## config.mk

```make
export PLATFORM = sky130hd
export DESIGN_NAME = saxu_top
export DESIGN_NICKNAME = d
export VERILOG_FILES = /design/src/common/saxu_pkg.sv /design/src/hdl/saxu_top.sv /design/src/hdl/saxu_xlate.sv
export SDC_FILE = /design/constraint.sdc
export NUM_CORES = 1
export LEC_CHECK = 0
export BUFFER_PORTS_ARGS = -buffer_cell sky130_fd_sc_hd__buf_2
export CORE_AREA = 5 5 113 115
export CTS_BUF_LIST = sky130_fd_sc_hd__clkbuf_16
export DETAILED_ROUTE_END_ITERATION = 6
export DIE_AREA = 0 0 118 120
export SLEW_MARGIN = 0
export SYNTH_ARGS = -nofsm -noshare
export SYNTH_HDL_FRONTEND = slang
export SYNTH_SLANG_ARGS = --single-unit
```

## constraint.sdc

```tcl
create_clock -name mclk -period 2.12 [get_ports mclk]
set_clock_uncertainty 0.1 [all_clocks]
set_input_delay 0.106 -clock mclk [delete_from_list [all_inputs] [get_ports mclk]]
set_output_delay 0.106 -clock mclk [all_outputs]
set_load 0.02 [all_outputs]
```

## src/common/saxu_pkg.sv

```systemverilog
package saxu_pkg;

  // --------------------------------------------------------------------
  // address widths
  // --------------------------------------------------------------------
  localparam int VADDR_W = 16;
  localparam int PADDR_W = 22;
  localparam int SEG_W = 6;
  localparam int PAGE_W = 8;
  localparam int PAGE_SEL_HI = 15;
  localparam int PAGE_SEL_LO = 14;
  localparam int NUM_DPR = 4;

  // --------------------------------------------------------------------
  // register file locations (page 21, groups f and e)
  // --------------------------------------------------------------------
  localparam logic [7:0] MMU_PAGE = 8'h15;
  localparam logic [7:0] DPR_BASE_ADDR = 8'hf0;
  localparam logic [7:0] PORT_BASE_ADDR = 8'he0;
  localparam logic [7:0] EXTENDED_MODE_REG_2_ADDR = 8'hf6;
  localparam logic [7:0] CSR_ADDR = 8'hf4;
  localparam logic [7:0] ISEG_ADDR = 8'hf8;
  localparam logic [7:0] DSEG_ADDR = 8'hf9;

  // --------------------------------------------------------------------
  // extended mode register 2 fields and reset values
  // --------------------------------------------------------------------
  localparam int EXTENDED_MODE_REG_2_REMAP_BIT = 5;
  localparam int EXTENDED_MODE_REG_2_SAVE_BIT = 6;
  localparam logic [7:0] EXTENDED_MODE_REG_2_RESET = 8'h00;
  localparam logic [SEG_W-1:0] CSR_RESET = 6'h00;
  localparam logic [SEG_W-1:0] SEG_RESET = 6'h00;
  localparam logic [PAGE_W-1:0] PAGE_RESET = 8'h00;

  // --------------------------------------------------------------------
  // types
  // --------------------------------------------------------------------
  typedef enum logic [2:0] {
    SAXU_NORMAL = 3'b001,
    SAXU_IRQ_COMPAT = 3'b010,
    SAXU_IRQ_SAVED = 3'b100
  } saxu_mode_e;

  typedef enum logic [1:0] {
    SAXU_ACC_CODE = 2'h0,
    SAXU_ACC_DATA = 2'h1,
    SAXU_ACC_DMA = 2'h2,
    SAXU_ACC_VEC = 2'h3
  } saxu_acc_e;

  typedef struct packed {
    logic we;
    logic re;
    logic [7:0] page;
    logic [7:0] addr;
    logic [7:0] wdata;
  } saxu_regreq_s;

  typedef struct packed {
    logic irq_ack;
    logic iret;
    logic far_load;
    logic [SEG_W-1:0] far_seg;
    logic [SEG_W-1:0] pop_seg;
  } saxu_core_s;

endpackage

```

## src/hdl/saxu_top.sv

```systemverilog
// Overview of operation
// - code segment writable inside compat-mode service routine
// - remap bit swaps page regs with ports
// - compat mode fetches from interrupt segment
// - save mode pushes code segment, loads it
// - save mode return pops code segment
// - data mapping identical in service routines
// - dma segment picked by select bit
// - segment gives six upper address bits
// - vaddr 15:14 pick page register
// - code segment resets to zero
`timescale 1ns/1ps
`default_nettype none
module saxu_top #(
  parameter int NUM_PAGES = 4
) (
  input wire logic mclk,
  input wire logic rst_n,
  input wire saxu_pkg::saxu_regreq_s reg_req,
  output logic [7:0] reg_rdata,
  output logic reg_hit,
  input wire saxu_pkg::saxu_core_s core,
  input wire saxu_pkg::saxu_acc_e acc,
  input wire logic [saxu_pkg::VADDR_W-1:0] vaddr,
  input wire logic dma_segment_select,
  output logic [saxu_pkg::PADDR_W-1:0] paddr,
  output logic push_code_segment,
  output logic [saxu_pkg::SEG_W-1:0] push_seg,
  output logic in_service,
  output logic page_reg_remap,
  output logic irq_segment_save_enable,
  output logic port_sel,
  output logic [1:0] port_idx
);
  import saxu_pkg::*;

  // --------------------------------------------------------------------
  // state
  // --------------------------------------------------------------------
  logic [SEG_W-1:0] code_segment_reg, next_code_segment_reg;
  logic [SEG_W-1:0] interrupt_segment_reg, next_interrupt_segment_reg;
  logic [SEG_W-1:0] dma_segment_reg, next_dma_segment_reg;
  logic [7:0] extended_mode_reg_2, next_extended_mode_reg_2;
  logic [NUM_PAGES*PAGE_W-1:0] data_page_reg, next_data_page_reg;
  saxu_mode_e mode, next_mode;
  logic [3:0] depth, next_depth;
  logic push_q, next_push_q;
  logic [SEG_W-1:0] push_seg_q, next_push_seg_q;

  logic on_page, dpr_base_hit, dpr_alt_hit;
  logic [1:0] dpr_idx;
  logic [SEG_W-1:0] fetch_seg, dma_seg;

  // --------------------------------------------------------------------
  // register decode
  // --------------------------------------------------------------------
  assign on_page = reg_req.page == MMU_PAGE;
  assign page_reg_remap = extended_mode_reg_2[EXTENDED_MODE_REG_2_REMAP_BIT];
  assign irq_segment_save_enable = extended_mode_reg_2[EXTENDED_MODE_REG_2_SAVE_BIT];
  assign dpr_idx = reg_req.addr[1:0];
  // page registers sit at f0-f3 on page 21, or e0-e3 on any page when remapped
  assign dpr_base_hit = on_page && reg_req.addr[7:2] == DPR_BASE_ADDR[7:2];
  assign dpr_alt_hit = reg_req.addr[7:2] == PORT_BASE_ADDR[7:2];

  always_comb begin
    port_sel = 1'b0;
    port_idx = dpr_idx;
    if (page_reg_remap) begin
      port_sel = dpr_base_hit;
    end else begin
      port_sel = dpr_alt_hit;
    end
  end

  // --------------------------------------------------------------------
  // register writes and mode sequencing
  // --------------------------------------------------------------------
  always_comb begin
    next_code_segment_reg = code_segment_reg;
    next_interrupt_segment_reg = interrupt_segment_reg;
    next_dma_segment_reg = dma_segment_reg;
    next_extended_mode_reg_2 = extended_mode_reg_2;
    next_data_page_reg = data_page_reg;
    next_mode = mode;
    next_depth = depth;
    next_push_q = 1'b0;
    next_push_seg_q = push_seg_q;
    if (reg_req.we) begin
      if (on_page) begin
        unique case (reg_req.addr)
          // writable any time, but a far load, saved entry or saved return in the same cycle wins; software keeps it for safe windows
          CSR_ADDR: next_code_segment_reg = reg_req.wdata[SEG_W-1:0];
          ISEG_ADDR: next_interrupt_segment_reg = reg_req.wdata[SEG_W-1:0];
          DSEG_ADDR: next_dma_segment_reg = reg_req.wdata[SEG_W-1:0];
          EXTENDED_MODE_REG_2_ADDR: next_extended_mode_reg_2 = reg_req.wdata;
          default: ;
        endcase
      end
      if (page_reg_remap ? dpr_alt_hit : dpr_base_hit) begin
        next_data_page_reg[dpr_idx*PAGE_W +: PAGE_W] = reg_req.wdata;
      end
    end
    if (core.far_load) begin
      next_code_segment_reg = core.far_seg;
    end
    if (core.irq_ack) begin
      if (irq_segment_save_enable) begin
        next_push_q = 1'b1;
        next_push_seg_q = code_segment_reg;
        next_code_segment_reg = interrupt_segment_reg;
        next_mode = SAXU_IRQ_SAVED;
      end else begin
        next_mode = SAXU_IRQ_COMPAT;
      end
      next_depth = depth + 4'h1;
    end else if (core.iret) begin
      if (mode == SAXU_IRQ_SAVED) begin
        next_code_segment_reg = core.pop_seg;
      end
      next_depth = (depth == 4'h0) ? 4'h0 : depth - 4'h1;
      if (depth <= 4'h1) begin
        next_mode = SAXU_NORMAL;
      end
    end
  end

  always_ff @(posedge mclk or negedge rst_n) begin
    if (!rst_n) begin
      code_segment_reg <= CSR_RESET;
      interrupt_segment_reg <= SEG_RESET;
      dma_segment_reg <= SEG_RESET;
      extended_mode_reg_2 <= EXTENDED_MODE_REG_2_RESET;
      data_page_reg <= '0;
      mode <= SAXU_NORMAL;
      depth <= 4'h0;
      push_q <= 1'b0;
      push_seg_q <= SEG_RESET;
    end else begin
      code_segment_reg <= next_code_segment_reg;
      interrupt_segment_reg <= next_interrupt_segment_reg;
      dma_segment_reg <= next_dma_segment_reg;
      extended_mode_reg_2 <= next_extended_mode_reg_2;
      data_page_reg <= next_data_page_reg;
      mode <= next_mode;
      depth <= next_depth;
      push_q <= next_push_q;
      push_seg_q <= next_push_seg_q;
    end
  end

  // --------------------------------------------------------------------
  // read path
  // --------------------------------------------------------------------
  always_comb begin
    reg_rdata = 8'h00;
    reg_hit = 1'b0;
    if (reg_req.re) begin
      if (page_reg_remap ? dpr_alt_hit : dpr_base_hit) begin
        reg_rdata = data_page_reg[dpr_idx*PAGE_W +: PAGE_W];
        reg_hit = 1'b1;
      end else if (on_page) begin
        reg_hit = 1'b1;
        unique case (reg_req.addr)
          CSR_ADDR: reg_rdata = {2'h0, code_segment_reg};
          ISEG_ADDR: reg_rdata = {2'h0, interrupt_segment_reg};
          DSEG_ADDR: reg_rdata = {2'h0, dma_segment_reg};
          EXTENDED_MODE_REG_2_ADDR: reg_rdata = extended_mode_reg_2;
          default: reg_hit = 1'b0;
        endcase
      end
    end
  end

  // --------------------------------------------------------------------
  // address extension
  // --------------------------------------------------------------------
  assign fetch_seg = (mode == SAXU_IRQ_COMPAT) ? interrupt_segment_reg : code_segment_reg;
  assign dma_seg = dma_segment_select ? dma_segment_reg : interrupt_segment_reg;
  assign push_code_segment = push_q;
  assign push_seg = push_seg_q;
  assign in_service = mode != SAXU_NORMAL;

  saxu_xlate u_xlate (
    .acc(acc),
    .vaddr(vaddr),
    .fetch_seg(fetch_seg),
    .vec_seg(interrupt_segment_reg),
    .dma_seg(dma_seg),
    .pages(data_page_reg[NUM_DPR*PAGE_W-1:0]),
    .paddr(paddr)
  );
endmodule
`default_nettype wire

```

## src/hdl/saxu_xlate.sv

```systemverilog
`timescale 1ns/1ps
`default_nettype none
module saxu_xlate (
  input wire saxu_pkg::saxu_acc_e acc,
  input wire logic [saxu_pkg::VADDR_W-1:0] vaddr,
  input wire logic [saxu_pkg::SEG_W-1:0] fetch_seg,
  input wire logic [saxu_pkg::SEG_W-1:0] vec_seg,
  input wire logic [saxu_pkg::SEG_W-1:0] dma_seg,
  input wire logic [saxu_pkg::NUM_DPR*saxu_pkg::PAGE_W-1:0] pages,
  output logic [saxu_pkg::PADDR_W-1:0] paddr
);
  import saxu_pkg::*;

  logic [1:0] sel;
  logic [PAGE_W-1:0] page;

  assign sel = vaddr[PAGE_SEL_HI:PAGE_SEL_LO];
  assign page = pages[sel*PAGE_W +: PAGE_W];

  always_comb begin
    unique case (acc)
      SAXU_ACC_CODE: paddr = {fetch_seg, vaddr};
      SAXU_ACC_VEC: paddr = {vec_seg, vaddr};
      SAXU_ACC_DMA: paddr = {dma_seg, vaddr};
      SAXU_ACC_DATA: paddr = {page, vaddr[PAGE_SEL_LO-1:0]};
    endcase
  end
endmodule
`default_nettype wire
```

==> summary.md <==
| Metric | Value |
|---|---|
| Run status | complete, no violations |
| Yosys warning count | 0 |
| Setup CP Type | flip-flop to output pin |
| Post-synth top flop | dfrtp_1 |
| CP max stage delay | 0.39 ns |
| Critical path capture point type | output pin |
| Crit path to | reg_rdata[2] |
| Routed vias | 3776 |
| Antenna diodes | 0 |
| Top delay family on crit path | compound AO/OA/AOI/OAI gates |
| Synthesized flop and latch total | ~70 |
| Gr ovfl total | 0 |
| Crit path max fanout | 5 |
| Ratio of cells with drive above 1 in the final layout | 31.57% |
| Layout Nets | 613 |
| Place WS | 0.1161 ns |
| Area Overhead vs Synth | 24.08% |
| Clock Sinks | 72 |
| Largest net degree at the start of global routing | 73 |
| Most common cell on crit path | buf_4 |
| WHS Path Cells | 3 |
| Clock-pin slew on the worst setup and hold paths | 0.06 ns |
| Synth top area share | 39.08% |
| F_max | 482.7 MHz |
| Final hold vios | 0 |
| Drt wl/cell | around 19 um |
| PD cells | 672.5 mW/mm2 |
| FF-to-FF setup slack | 0.18 ns |
| Yosys top cell by area | dfrtp_1 |
| Clock root buffer | clkbuf_16 |
| Worst-path cell chain | nor2b_1, a31oi_2, nor2_2, buf_4, and2_1, o21a_1, buf_4 |
| Mapped Cells | 450 |
| CTS Buffer Depth | 2 |
| Final WL | 12940 um |
| GRT Util Overall | 18.66% |
| CP max stage cell | dfrtp_1 |
| FF-to-FF Start | extended_mode_reg_2[5]$_DFFE_PN0P_ |
| Peak VDD IR | 0.0006285 V |
| Class of the worst hold path | input port to flip-flop |
| Buffer and inverter count on the worst path | 2 |
| Slew @ Worst Pin | ~0.55 ns |
| Reg2reg path depth | 6 |
| CP Data Arrival Time | 1.87 ns |
| Adder-cell share of the synthesized area | 2.201% |
| Final Max Slew Viols | 0 |
| Hpwl dp | 9418 um |
| Clk Latency, worst-skew pair | 0.34 ns |
| Initial drt markers | 328 |
| Simple-gate area share of the yosys netlist | 14.14% |
| Synth cell types | 52 |
| Xor/xnor share of the synthesized area | 0.3853% |
| Placed Cells | 656 |
| Die footprint | 0.01416 mm2 |
| Vias per cell | 5.433 |
| H-tree Lvls | 3 |
| Fin crit share | around 100% |
| Multiplexer share of the synthesized area | between 20% and 30% |
| Vias in the first global route | around 4000 |
| MaxCap Viol Count | 0 |
| # setup viols final | 0 |
| Sequential-to-total area share from yosys stat | 39.65% |
| Mapped cell area | 0.004547 mm2 |
| DRC errors left | 0 |
| # IOs | 106 |
| Leak pwr | 2.632 nW |
| Largest register FFs | 32 |
| ANT nets after route | 0 |
| Slew margin rel. | between 60% and 70% |
| Compound-Gate Fraction of Synth Area | roughly an eighth |
| Avg Cell Area, Syn | 10.10 um2 |
| Hold WS | 0.01667 ns |
| Ys async rst share | 100.0% |
| Combinational family with the most area after synthesis | multiplexers |
| 1st-pass router iterations | 4 |
| Final Worst Setup Slack | 0.04843 ns |
| Commonest non-fill, non-tap cell in the layout | buf_2 |
| Die height | 120 um |
| Global-route wire length before repair | between 20000 and 25000 um |
| PortBufs | 77 |
| Final Wtd Congestion | 0.8782 |
| Die W | ~120 um |
| WP depth | 7 |
| Core Region | 0.01171 mm2 |
| Commonest non-fill, non-tap cells in the layout | buf_2 (74), dfrtp_1 (71), nand2_1 (53) |
| CP required | 1.91 ns |
| Setup crit start kind | flip-flop |
| Initial antenna violation count | 0 |
| Initial core utilization | around 39% |
| Top cells by area, synth | dfrtp_1 (39%), mux2i_1 (9.7%), mux4_2 (6.9%) |
| Final min period | between 2 and 2.5 ns |
| Crit path from | extended_mode_reg_2[5]$_DFFE_PN0P_ |
| Fin cells | just under 700 |
| Syn Nets | 520 |
| Reg-to-Reg End | data_page_reg[22]$_DFFE_PN0P_ |
| Number of synthesized flops with an enable pin | 0 |
| CTS tree | yes |
| Site Rows | 40 |
| Num CTS Buffers | 9 |
[how the worst min path moves through the flow]
stage	start	slack, ns	end
finish	reg_req[3]	0.02	data_page_reg[27]$_DFFE_PN0P_
global route	reg_req[2]	0.02	data_page_reg[26]$_DFFE_PN0P_
CTS	reg_req[2]	0.0009	data_page_reg[10]$_DFFE_PN0P_
detailed placement	rst_n	0.07	depth[2]$_DFFE_PN0P_
global placement	rst_n	0.06	depth[2]$_DFFE_PN0P_
floorplan	rst_n	-0.29	code_segment_reg[0]$_DFF_PN0_
[power by group]
part           switching [mW]  leakage [nW]  internal (mW)
Clock                   0.590         0.167           1.14
Combinational           0.316          1.65          0.254
Sequential             0.0669         0.811           1.43
Total                   0.973          2.63           2.82
[Yosys cell counts, types with 3 or more instances]
| library cell | n |
|---|---|
| dfrtp_1 | 71 |
| nand2_1 | 53 |
| mux2i_1 | 44 |
| inv_1 | 40 |
| o21ai_0 | 21 |
| buf_4 | 19 |
| a21oi_1 | 16 |
| mux2_2 | 15 |
| mux4_2 | 14 |
| a22oi_1 | 12 |
| nor2_1 | 12 |
| nand3_1 | 11 |
| o22ai_1 | 10 |
| clkbuf_1 | 9 |
| ha_1 | 8 |
| a222oi_1 | 6 |
| a22o_1 | 6 |
| and2_1 | 6 |
| and3_1 | 6 |
| mux2_4 | 6 |
| buf_1 | 5 |
| nand2b_1 | 5 |
| buf_2 | 4 |
| nor2b_1 | 4 |
| o21a_1 | 4 |
| o22a_1 | 4 |
| a211oi_1 | 3 |
| nor3_1 | 3 |
| or3_1 | 3 |
[per-layer routing]
layer	track usage, %	vias up	routed length (um)
li1	-	1785	-
met1	24.16	1861	5744
met2	30.94	105	6287
met3	4.618	25	693
met4	5.591	0	212
met5	0	-	0
[cell type report]
type | instances | area [um2]
clock inverter | 7 | 111.4
inverter | 40 | 150.1
tap | 147 | 183.9
multi-input combinational | 300 | 2396
clock buffer | 9 | 225.2
fill | 1092 | 6070
sequential | 72 | 1803
timing repair buffer | 120 | 772.0
[logic make-up (layout without fill, tap and decap cells)]
family | after synthesis | after routing
AO/OA/AOI/OAI | 89 | 89
XOR/XNOR | 2 | 2
adder cells (fa/ha/maj) | 8 | 8
buffers and inverters | 78 | 176
flip-flops | 72 | 72
multiplexers | 79 | 79
AND/OR/NAND/NOR | 122 | 122
[worst register-to-register path, cell delays in order, from the launching register on]
cell and delay (ns):
dfrtp_1 0.39, nor2b_1 0.14, a31oi_2 0.14, nor2_2 0.18
buf_4 0.14, and3_1 0.50, mux2i_1 0.26
[stage by stage]
step	util [%]	power, mW	TNS (ns)	instance area (um2)
detailed placement	43.14	2.052	0	5052
CTS	47.49	3.816	0	5562
floorplan	-	1.862	0	4547
global route	48.17	3.960	-0.03566	5642
finish	48.17	3.794	0	5642
global placement	43.14	2.032	0	5052
[what timing repair did]
action	in CTS	in global routing
hold endpoints to repair	86	0
pin swaps	0	4
setup endpoints to repair	4	9
resized for setup	3	8
hold buffers	16	0
setup buffers	0	7
Power figures use the tool's default switching activity.
